### src/rtl/ext_bus_pkg.sv
// shared constants, register layout and state encoding of the external bus controller
package ext_bus_pkg;

   // external bus geometry
   localparam int EXT_ADDR_W = 16;
   localparam int EXT_DATA_W = 8;
   localparam int REG_ADDR_W = 8;

   // register byte offsets on the AXI4-Lite slave
   localparam logic [REG_ADDR_W-1:0] OFS_EXTERNAL_BUS_CONTROL = 8'h00;
   localparam logic [REG_ADDR_W-1:0] OFS_WAIT_STATE_CONTROL   = 8'h04;
   localparam logic [REG_ADDR_W-1:0] OFS_SYSTEM_CONTROL       = 8'h08;
   localparam logic [REG_ADDR_W-1:0] OFS_BUS_STATUS           = 8'h0C;

   // reset values
   localparam logic [7:0] EXTERNAL_BUS_CONTROL_RST = 8'hD3;
   localparam logic [7:0] WAIT_STATE_CONTROL_RST   = 8'hF3;
   localparam logic [7:0] SYSTEM_CONTROL_RST       = 8'h00;

   // external_bus_control fields
   localparam int BIT_IDLE_INSERT_AFTER_READ = 6;
   localparam int BIT_BURST_ROM_ENABLE       = 5;
   localparam int BIT_BURST_CYCLE_LENGTH_SEL = 4;
   localparam int BIT_BURST_WORD_LIMIT_SEL   = 3;
   localparam int BIT_IO_RANGE_SELECT_HI     = 1;
   localparam int BIT_IO_RANGE_SELECT_LO     = 0;

   // wait_state_control fields
   localparam int BIT_ACCESS_STATE_SEL      = 4;
   localparam int BIT_WAIT_MODE_SEL_HI      = 3;
   localparam int BIT_WAIT_MODE_SEL_LO      = 2;
   localparam int BIT_PROGRAM_WAIT_COUNT_HI = 1;
   localparam int BIT_PROGRAM_WAIT_COUNT_LO = 0;

   // system_control fields
   localparam int BIT_PIN_FUNCTION_IO_MODE = 0;

   // wait modes of a 3-state access
   localparam logic [1:0] WAIT_MODE_PROGRAM  = 2'h0;
   localparam logic [1:0] WAIT_MODE_DISABLED = 2'h1;
   localparam logic [1:0] WAIT_MODE_PIN      = 2'h2;
   localparam logic [1:0] WAIT_MODE_PIN_AUTO = 2'h3;

   // burst word limits, as index of the last word
   localparam logic [2:0] BURST_LAST_4 = 3'h3;
   localparam logic [2:0] BURST_LAST_8 = 3'h7;

   // upper address byte of each io select window, indexed by the range field
   localparam logic [7:0] IO_PAGE_0 = 8'hFC;
   localparam logic [7:0] IO_PAGE_1 = 8'hFD;
   localparam logic [7:0] IO_PAGE_2 = 8'hFE;
   localparam logic [7:0] IO_PAGE_3 = 8'hFF;

   // AXI responses
   localparam logic [1:0] RESP_OKAY   = 2'h0;
   localparam logic [1:0] RESP_SLVERR = 2'h2;

   typedef enum logic [7:0] {
      ST_IDLE  = 8'b0000_0001,
      ST_GAP   = 8'b0000_0010,
      ST_T1    = 8'b0000_0100,
      ST_T2    = 8'b0000_1000,
      ST_TW    = 8'b0001_0000,
      ST_T3    = 8'b0010_0000,
      ST_BHOLD = 8'b0100_0000,
      ST_BURST = 8'b1000_0000
   } bus_state_type;

endpackage

### src/rtl/external_bus_controller.sv
// external bus controller: register slave, cpu/transfer arbiter and external cycle sequencer
//
// Operation
// - io mode bit clear: shared strobe pin marks valid address on every access.
// - io mode bit set: shared strobe pin asserts only inside chosen io range.
// - read strobe low throughout every external read cycle.
// - store strobe low on writes; data bus driven during write cycles.
// - idle bit set: one idle state between read and following write.
// - control bit 5 picks basic bus or burst rom interface.
// - control bit 4 picks one or two states per burst cycle.
// - control bit 3 limits a burst to four or eight words.
// - two-bit io range field picks where io select strobe asserts.
// - basic interface offers 2-state or 3-state access with program waits.
// - arbiter grants cpu or transfer controller, never both.
// - 2-state access inserts no waits of any kind.
// - wait mode field: program, disabled, pin, pin auto-wait.
// - wait count field inserts zero to three program waits; reset gives three.
//
// Our own choices: the AXI4-Lite register port and the register addresses.
`timescale 1ns/10ps
module external_bus_controller
   import ext_bus_pkg::*;
(
   input  wire logic                  aclk,
   input  wire logic                  aresetn,
   input  wire logic [REG_ADDR_W-1:0] s_axi_awaddr,
   input  wire logic                  s_axi_awvalid,
   output logic                       s_axi_awready,
   input  wire logic [31:0]           s_axi_wdata,
   input  wire logic [3:0]            s_axi_wstrb,
   input  wire logic                  s_axi_wvalid,
   output logic                       s_axi_wready,
   output logic [1:0]                 s_axi_bresp,
   output logic                       s_axi_bvalid,
   input  wire logic                  s_axi_bready,
   input  wire logic [REG_ADDR_W-1:0] s_axi_araddr,
   input  wire logic                  s_axi_arvalid,
   output logic                       s_axi_arready,
   output logic [31:0]                s_axi_rdata,
   output logic [1:0]                 s_axi_rresp,
   output logic                       s_axi_rvalid,
   input  wire logic                  s_axi_rready,
   input  wire logic                  cpu_req,
   input  wire logic                  cpu_write,
   input  wire logic [EXT_ADDR_W-1:0] cpu_addr,
   input  wire logic [EXT_DATA_W-1:0] cpu_wdata,
   output logic                       cpu_ack,
   output logic [EXT_DATA_W-1:0]      cpu_rdata,
   output logic                       cpu_grant,
   input  wire logic                  dtc_req,
   input  wire logic                  dtc_write,
   input  wire logic [EXT_ADDR_W-1:0] dtc_addr,
   input  wire logic [EXT_DATA_W-1:0] dtc_wdata,
   output logic                       dtc_ack,
   output logic [EXT_DATA_W-1:0]      dtc_rdata,
   output logic                       dtc_grant,
   output logic [EXT_ADDR_W-1:0]      ext_addr,
   output logic [EXT_DATA_W-1:0]      ext_data_out,
   output logic                       ext_data_oe,
   input  wire logic [EXT_DATA_W-1:0] ext_data_in,
   output logic                       addr_io_strobe_n,
   output logic                       read_strobe_n,
   output logic                       store_strobe_n,
   input  wire logic                  wait_request_n
);

   ////////////////////////////////////////////////////////////////////////////
   // declarations

   logic [7:0]            external_bus_control;
   logic [7:0]            wait_state_control;
   logic [7:0]            system_control;
   logic [REG_ADDR_W-1:0] aw_addr;
   logic [7:0]            w_byte;
   logic                  w_lane0;
   bus_state_type         state;
   bus_state_type         next_state;
   logic [1:0]            wait_cnt;
   logic [1:0]            next_wait_cnt;
   logic [2:0]            beat;
   logic [2:0]            next_beat;
   logic                  bphase;
   logic                  next_bphase;
   logic                  cur_we;
   logic                  last_read;
   logic                  wait_meta_n;
   logic                  wait_sync_n;
   logic                  pick_dtc;
   logic                  r_req;
   logic                  r_we;
   logic [EXT_ADDR_W-1:0] r_addr;
   logic [EXT_DATA_W-1:0] r_wdata;
   logic                  ack_pend;
   logic                  done;
   logic                  load;
   logic                  next_we;
   logic [EXT_ADDR_W-1:0] next_addr;
   logic                  active;
   logic                  write_phase;
   logic                  three_state;
   logic [1:0]            wait_mode;
   logic                  prog_waits;
   logic                  pin_waits;
   logic                  wait_pin;
   logic [2:0]            burst_last;
   logic                  burst_ok;

   // io select window hit for the chosen range
   function automatic logic io_hit(input logic [EXT_ADDR_W-1:0] a, input logic [1:0] sel);
      logic [7:0] page;
      page = IO_PAGE_0;
      unique case (sel)
         2'h0: page = IO_PAGE_0;
         2'h1: page = IO_PAGE_1;
         2'h2: page = IO_PAGE_2;
         2'h3: page = IO_PAGE_3;
      endcase
      return a[EXT_ADDR_W-1:EXT_ADDR_W-8] == page;
   endfunction

   // two addresses lie in one aligned burst block of four or eight words
   function automatic logic same_block(input logic [EXT_ADDR_W-1:0] a,
                                       input logic [EXT_ADDR_W-1:0] b,
                                       input logic                  eight);
      if (eight) begin
         return a[EXT_ADDR_W-1:3] == b[EXT_ADDR_W-1:3];
      end
      return a[EXT_ADDR_W-1:2] == b[EXT_ADDR_W-1:2];
   endfunction

   ////////////////////////////////////////////////////////////////////////////
   // register slave

   assign three_state = wait_state_control[BIT_ACCESS_STATE_SEL];
   assign wait_mode   = {wait_state_control[BIT_WAIT_MODE_SEL_HI],
                         wait_state_control[BIT_WAIT_MODE_SEL_LO]};

   // write address and data are taken in either order; one write outstanding
   always_ff @(posedge aclk) begin
      if (!aresetn) begin
         s_axi_awready <= 1'b1;
         s_axi_wready  <= 1'b1;
         aw_addr       <= '0;
         w_byte        <= 8'h00;
         w_lane0       <= 1'b0;
      end else begin
         if (s_axi_awvalid && s_axi_awready) begin
            aw_addr       <= s_axi_awaddr;
            s_axi_awready <= 1'b0;
         end else if (s_axi_bvalid && s_axi_bready) begin
            s_axi_awready <= 1'b1;
         end
         if (s_axi_wvalid && s_axi_wready) begin
            w_byte       <= s_axi_wdata[7:0];
            w_lane0      <= s_axi_wstrb[0];
            s_axi_wready <= 1'b0;
         end else if (s_axi_bvalid && s_axi_bready) begin
            s_axi_wready <= 1'b1;
         end
      end
   end

   // register update and write response; the status word is read only
   always_ff @(posedge aclk) begin
      if (!aresetn) begin
         external_bus_control <= EXTERNAL_BUS_CONTROL_RST;
         wait_state_control   <= WAIT_STATE_CONTROL_RST;
         system_control       <= SYSTEM_CONTROL_RST;
         s_axi_bvalid         <= 1'b0;
         s_axi_bresp          <= RESP_OKAY;
      end else if (!s_axi_awready && !s_axi_wready && !s_axi_bvalid) begin
         s_axi_bvalid <= 1'b1;
         s_axi_bresp  <= RESP_OKAY;
         unique case (aw_addr)
            OFS_EXTERNAL_BUS_CONTROL: if (w_lane0) external_bus_control <= w_byte;
            OFS_WAIT_STATE_CONTROL:   if (w_lane0) wait_state_control <= w_byte;
            OFS_SYSTEM_CONTROL:       if (w_lane0) system_control <= w_byte;
            OFS_BUS_STATUS:           s_axi_bresp <= RESP_OKAY;
            default:                  s_axi_bresp <= RESP_SLVERR;
         endcase
      end else if (s_axi_bvalid && s_axi_bready) begin
         s_axi_bvalid <= 1'b0;
      end
   end

   // read channel answers one cycle after the address is taken
   always_ff @(posedge aclk) begin
      if (!aresetn) begin
         s_axi_arready <= 1'b1;
         s_axi_rvalid  <= 1'b0;
         s_axi_rdata   <= 32'h0000_0000;
         s_axi_rresp   <= RESP_OKAY;
      end else if (s_axi_arvalid && s_axi_arready) begin
         s_axi_arready <= 1'b0;
         s_axi_rvalid  <= 1'b1;
         s_axi_rresp   <= RESP_OKAY;
         unique case (s_axi_araddr)
            OFS_EXTERNAL_BUS_CONTROL: s_axi_rdata <= {24'h000000, external_bus_control};
            OFS_WAIT_STATE_CONTROL:   s_axi_rdata <= {24'h000000, wait_state_control};
            OFS_SYSTEM_CONTROL:       s_axi_rdata <= {24'h000000, system_control};
            OFS_BUS_STATUS:           s_axi_rdata <= {28'h0000000, state == ST_BURST,
                                                      state != ST_IDLE, dtc_grant, cpu_grant};
            default: begin
               s_axi_rdata <= 32'h0000_0000;
               s_axi_rresp <= RESP_SLVERR;
            end
         endcase
      end else if (s_axi_rvalid && s_axi_rready) begin
         s_axi_rvalid  <= 1'b0;
         s_axi_arready <= 1'b1;
      end
   end

   ////////////////////////////////////////////////////////////////////////////
   // pin input synchronisers

   always_ff @(posedge aclk) begin
      if (!aresetn) begin
         wait_meta_n <= 1'b1;
         wait_sync_n <= 1'b1;
      end else begin
         wait_meta_n <= wait_request_n;
         wait_sync_n <= wait_meta_n;
      end
   end

   ////////////////////////////////////////////////////////////////////////////
   // arbitration and request selection

   // a new master is picked only from idle, so a cycle in flight keeps its owner
   always_comb begin
      pick_dtc = dtc_grant;
      if (state == ST_IDLE) begin
         if (dtc_req) begin
            pick_dtc = 1'b1;
         end else if (cpu_req) begin
            pick_dtc = 1'b0;
         end
      end
      r_req   = pick_dtc ? dtc_req   : cpu_req;
      r_we    = pick_dtc ? dtc_write : cpu_write;
      r_addr  = pick_dtc ? dtc_addr  : cpu_addr;
      r_wdata = pick_dtc ? dtc_wdata : cpu_wdata;
   end

   // the acked request is still visible for one cycle and must not restart
   assign ack_pend   = cpu_ack | dtc_ack;
   assign wait_pin   = three_state && !wait_sync_n;
   assign prog_waits = (wait_mode == WAIT_MODE_PROGRAM) || (wait_mode == WAIT_MODE_PIN);
   assign pin_waits  = (wait_mode == WAIT_MODE_PIN) || (wait_mode == WAIT_MODE_PIN_AUTO);
   assign burst_last = external_bus_control[BIT_BURST_WORD_LIMIT_SEL] ?
                       BURST_LAST_8 : BURST_LAST_4;
   assign burst_ok   = r_req && !r_we && (beat != burst_last) &&
                       same_block(r_addr, ext_addr,
                                  external_bus_control[BIT_BURST_WORD_LIMIT_SEL]);

   ////////////////////////////////////////////////////////////////////////////
   // cycle sequencer

   always_comb begin
      next_state    = state;
      next_wait_cnt = wait_cnt;
      next_beat     = beat;
      next_bphase   = bphase;
      done          = 1'b0;
      unique case (state)
         ST_IDLE: begin
            if (r_req && !ack_pend) begin
               next_wait_cnt = {wait_state_control[BIT_PROGRAM_WAIT_COUNT_HI],
                                wait_state_control[BIT_PROGRAM_WAIT_COUNT_LO]};
               if (r_we && last_read &&
                   external_bus_control[BIT_IDLE_INSERT_AFTER_READ]) begin
                  next_state = ST_GAP;
               end else begin
                  next_state = ST_T1;
               end
            end
         end
         ST_GAP: next_state = ST_T1;
         ST_T1:  next_state = ST_T2;
         ST_T2: begin
            if (!three_state) begin
               done = 1'b1;
            end else if ((prog_waits && wait_cnt != 2'h0) || (pin_waits && wait_pin)) begin
               next_state = ST_TW;
            end else begin
               next_state = ST_T3;
            end
         end
         ST_TW: begin
            if (prog_waits && wait_cnt != 2'h0) begin
               next_wait_cnt = wait_cnt - 2'h1;
               next_state    = (wait_cnt != 2'h1 || (pin_waits && wait_pin)) ? ST_TW : ST_T3;
            end else begin
               next_state = (pin_waits && wait_pin) ? ST_TW : ST_T3;
            end
         end
         ST_T3: done = 1'b1;
         ST_BHOLD: begin
            if (!ack_pend) begin
               if (burst_ok) begin
                  next_state  = ST_BURST;
                  next_beat   = beat + 3'h1;
                  next_bphase = 1'b0;
               end else begin
                  next_state = ST_IDLE;
               end
            end
         end
         ST_BURST: begin
            if (bphase == external_bus_control[BIT_BURST_CYCLE_LENGTH_SEL]) begin
               done = 1'b1;
            end else begin
               next_bphase = 1'b1;
            end
         end
      endcase
      if (done) begin
         if (external_bus_control[BIT_BURST_ROM_ENABLE] && !cur_we) begin
            next_state = ST_BHOLD;
            if (state != ST_BURST) begin
               next_beat = 3'h0;
            end
         end else begin
            next_state = ST_IDLE;
         end
      end
   end

   // values of the coming cycle, so every pin below is a plain flip-flop
   assign load        = (next_state == ST_T1 && state != ST_T1) ||
                        (next_state == ST_BURST && state == ST_BHOLD);
   assign next_we     = load ? r_we : cur_we;
   assign next_addr   = load ? r_addr : ext_addr;
   assign active      = !(next_state == ST_IDLE || next_state == ST_GAP);
   assign write_phase = next_state == ST_T2 || next_state == ST_TW || next_state == ST_T3;

   // sequencer state and cycle bookkeeping
   always_ff @(posedge aclk) begin
      if (!aresetn) begin
         state     <= ST_IDLE;
         wait_cnt  <= 2'h0;
         beat      <= 3'h0;
         bphase    <= 1'b0;
         cur_we    <= 1'b0;
         last_read <= 1'b0;
         cpu_grant <= 1'b1;
         dtc_grant <= 1'b0;
      end else begin
         state    <= next_state;
         wait_cnt <= next_wait_cnt;
         beat     <= next_beat;
         bphase   <= next_bphase;
         cur_we   <= next_we;
         cpu_grant <= !pick_dtc;
         dtc_grant <= pick_dtc;
         if (done) begin
            last_read <= !cur_we;
         end else if (state == ST_IDLE && !ack_pend && !r_req) begin
            last_read <= 1'b0;  // a read only counts when the write follows at once
         end
      end
   end

   // external pins
   always_ff @(posedge aclk) begin
      if (!aresetn) begin
         ext_addr         <= '0;
         ext_data_out     <= '0;
         ext_data_oe      <= 1'b0;
         addr_io_strobe_n <= 1'b1;
         read_strobe_n    <= 1'b1;
         store_strobe_n   <= 1'b1;
      end else begin
         if (load) begin
            ext_addr     <= r_addr;
            ext_data_out <= r_wdata;
         end
         if (system_control[BIT_PIN_FUNCTION_IO_MODE]) begin
            addr_io_strobe_n <= !(active && io_hit(next_addr,
                                  {external_bus_control[BIT_IO_RANGE_SELECT_HI],
                                   external_bus_control[BIT_IO_RANGE_SELECT_LO]}));
         end else begin
            addr_io_strobe_n <= !active;
         end
         read_strobe_n  <= !(active && !next_we);
         store_strobe_n <= !(write_phase && next_we);
         ext_data_oe    <= active && next_we;
      end
   end

   // completion pulse and read data; the data bus answers our own strobes, so it is
   // taken directly at the last state: a two-stage sampler would miss a 2-state read
   always_ff @(posedge aclk) begin
      if (!aresetn) begin
         cpu_ack   <= 1'b0;
         dtc_ack   <= 1'b0;
         cpu_rdata <= '0;
         dtc_rdata <= '0;
      end else begin
         cpu_ack <= done && cpu_grant;
         dtc_ack <= done && dtc_grant;
         if (done && !cur_we && cpu_grant) begin
            cpu_rdata <= ext_data_in;
         end
         if (done && !cur_we && dtc_grant) begin
            dtc_rdata <= ext_data_in;
         end
      end
   end

endmodule // external_bus_controller

### config.mk
export PLATFORM = sky130hd
export DESIGN_NAME = external_bus_controller
export DESIGN_NICKNAME = d
export VERILOG_FILES = /design/src/rtl/ext_bus_pkg.sv /design/src/rtl/external_bus_controller.sv
export SDC_FILE = /design/constraint.sdc
export NUM_CORES = 1
export LEC_CHECK = 0
export BUFFER_PORTS_ARGS = -buffer_cell sky130_fd_sc_hd__buf_2
export CORE_MARGIN = 2
export CORE_UTILIZATION = 49
export DETAILED_ROUTE_END_ITERATION = 8
export MAX_ROUTING_LAYER = met4
export PLACE_DENSITY = 0.79
export SLEW_MARGIN = 10
export SYNTH_ARGS = -nofsm -noshare
export SYNTH_HDL_FRONTEND = slang
export SYNTH_SLANG_ARGS = --single-unit
### constraint.sdc
create_clock -name aclk -period 7.65 [get_ports aclk]
set_input_delay 0.765 -clock aclk [delete_from_list [all_inputs] [get_ports aclk]]
set_output_delay 0.765 -clock aclk [all_outputs]
set_load 0.01 [all_outputs]
==> flow_metrics.tcl <==
set metrics [dict create \
    min_path_cells 1 \
    clk_pin_slew_ns 0.06 \
    clock_sinks 122 \
    drtAntennaViolNets 0 \
    drc_errors 0 \
    synth_compound_area_share_pct 17.2 \
    avgSynthCellArea_sq_um 8.00 \
    rows 41 \
    avgRoutedWirePerCell_um 15.5 \
    nets 1041 \
    nFillCells 1128 \
    layout_setup_ws_ns 3.01 \
    yosysUniqueCellTypes 73 \
    wl_um 17100 \
    required_ns 7.92 \
    antenna_found_initial 0 \
    synthArstFlopShare_pct 0 \
    yosys_warnings 0 \
    ys.flop_type "dfxtp_1" \
    grt_max_degree 55 \
    synth_edf_count 0 \
    start_util_pct 49.8 \
    r2r_start "state[6]" \
    whs_ns 0.406 \
    slowest_stage "nor4_2" \
    synth_area_sq_mm 0.00624 \
    cts_max_level 4 \
    clk_path_buf_depth 2 \
    p_leak_nw 3.28 \
    drive_gt1_share_pct 23.2 \
    crit_chain "nor4_4 -> nand4_1 -> nand2_4 -> mux2i_1 -> o2111ai_2 -> nor4_2 -> o211a_4 -> mux2_4 -> or4_1" \
    vias_per_cell 5.51 \
    synth_seq_area_share_pct 39.2 \
    cts_tree "done" \
    rr_endpoint "store_strobe_n" \
    path_buf_inv 0 \
    dp_slack_ns 2.99 \
    synth.largest_area_cell "dfxtp_1" \
    crit_path_max_fanout 49 \
    io_buffers 155 \
    maxCapViolCount 0 \
    dieArea_sq_mm 0.0136 \
    cts_setup_buffers 0 \
    clk_latency_ns 0.42 \
    synth_xor_xnor_area_share_pct 3.37 \
    setup_violations 0 \
    r2r_cells 9 \
    rrSetupSlack_ns 3.01 \
    overflow 0 \
    track_usage_pct 26.1 \
    synth-simple-area-share_pct 27.0 \
    diodes 0 \
    drtIter0Drc 453 \
    synth.top_cell.area_share_pct 39.2 \
    crit_cells 9 \
    layout.area.seq_sq_mm 0.00244 \
    fmax_mhz 216 \
    ir_worst_vdd_mv 0.233 \
    core_sq_mm 0.0125 \
    rsz0062_at_grt "no" \
    dpl.hpwl_um 11900 \
    ys_ff_latch 122 \
    path_delay_family "simple AND/OR/NAND/NOR gates" \
    crit_path_end_kind "flop" \
    arrival_ns 4.91 \
    hold_path.class "reg -> reg" \
    synth_top_family_by_area "simple AND/OR/NAND/NOR gates" \
    hp-start "wait_meta_n" \
    fin_cells 1103 \
    min_period_over_period_pct 60.6 \
    cts_buffers 17 \
    max-slew-margin-rel_pct 34.7 \
    multiInputGateArea_sq_mm 0.00343 \
    num_vias 6080 \
    placedCellCount 1071 \
    gp_congestion 0.935 \
    period_minus_slack_ns 4.64 \
    die-width_um 117 \
    synth_mux_area_share_pct 5.34 \
    critPathKind "reg -> reg" \
    tightest_slew_ns 0.971 \
    pin_count 209 \
    ys_top_cells_by_area "dfxtp_1 39%, nand2_1 9.5%, a21oi_1 5.1%, nor2_1 4.3%, mux2i_1 4.0%" \
    fin_tns_setup_ns 0 \
    status "finished, final reports clean" \
    synth_fa_ha_area_share_pct 0.602 \
    cts_hold_buf 0 \
    grt_pass1_wl_um 26900 \
    worstHoldEndpoint "wait_sync_n" \
    drv_slew 0 \
    start_kind "flop" \
    p_per_area_mw_per_mm2 322 \
    fp.dieH_um 117 \
    cpPeakStageDelay_ns 0.75 \
    netlist_instances 780 \
    grt_pass1_vias 5507 \
    cts_root_buf "clkbuf_16" \
    fin_skew_ns 0.00755 \
    hold_viol_final 0 \
    area_growth_pct 22.9 \
    drtPass1Iterations 6 \
    cts_resized 0 \
]
==> logic make-up after synthesis <==
family | count (synthesis)
AND/OR/NAND/NOR | 353
AO/OA/AOI/OAI | 160
flip-flops | 122
buffers and inverters | 88
multiplexers | 29
XOR/XNOR | 24
adder cells (fa/ha/maj) | 3
other | 1
==> cells in the mapped netlist, types with 13 or more instances <==
cell type / n
nand2_1: 158
dfxtp_1: 122
nor2_1: 71
a21oi_1: 64
nand3_1: 36
buf_4: 28
clkbuf_1: 28
mux2i_1: 25
a311oi_1: 20
inv_1: 20
o21ai_0: 18
nor2b_1: 14
xor2_1: 13
==> layer usage <==
metal	vias to the layer above	global-route usage, %	routed length [um]
li1	2981	-	-
met1	2784	33.0	7420
met2	277	40.7	7930
met3	38	5.82	1300
met4	0	10.4	437
met5	-	-	0
==> registers in the layout (all words and copies together), names as in the netlist, 3 cells and up <==
register              flops
beat                      3
s_axi_rdata               8
external_bus_control      8
wait_state_control        8
cpu_rdata                 8
ext_data_out              8
system_control            8
ext_addr                 16
w_byte                    8
aw_addr                   8
state                     8
dtc_rdata                 8
==> placed cells by master, fill, tap and decap left out, types with 6 or more instances in the layout <==
cell type,instances
nand2b_1,9
a21oi_1,64
nor4_1,6
conb_1,26
nand2_1,158
nor3_1,10
a311oi_1,20
o21ai_0,18
xor2_1,13
o22ai_1,7
nand3_1,36
a22oi_1,10
nor2_1,70
dfxtp_1,122
xnor2_1,11
nor2b_1,14
nand4_1,6
o211ai_1,7
mux2i_1,25
clkbuf_16,17
buf_2,155
inv_1,20
==> area by class of cell <==
| class | count | share of cell area (%) |
|---|---|---|
| multi-input cells | 595 | 44.8 |
| inverters | 22 | 1.08 |
| clock inverters | 12 | 2.73 |
| well taps | 172 | 2.81 |
| clock buffers | 20 | 6.09 |
| repair buffers | 160 | 10.6 |
| flip-flops and latches | 122 | 31.9 |
==> power breakdown <==
| group | switching, mW | internal [mW] | leakage [nW] | total [mW] |
|---|---|---|---|---|
| combinational | 0.440 | 0.293 | 1.96 | 0.732 |
| clock | 0.306 | 0.607 | 0.323 | 0.914 |
| sequential | 0.0997 | 0.723 | 0.995 | 0.823 |
==> worst max path at each step <==
stage / endpoint / startpoint / slack, ns
finish: store_strobe_n / state[6] / 3.01
detailed placement: store_strobe_n / dtc_req / 2.99
CTS: store_strobe_n / state[6] / 3.06
global placement: store_strobe_n / dtc_req / 2.99
global route: store_strobe_n / state[6] / 2.78
floorplan: store_strobe_n / dtc_req / 4.09
==> through the flow <==
step | utilization [%] | total power, mW | area [sq um]
finish | 61.2 | 2.47 | 7660
detailed placement | 55.8 | 1.55 | 6990
CTS | 61.2 | 2.47 | 7660
global route | 61.2 | 2.60 | 7660
global placement | 55.8 | 1.54 | 6990
floorplan | - | 1.35 | 6330
No activity file was read; power rests on OpenSTA's default activity.
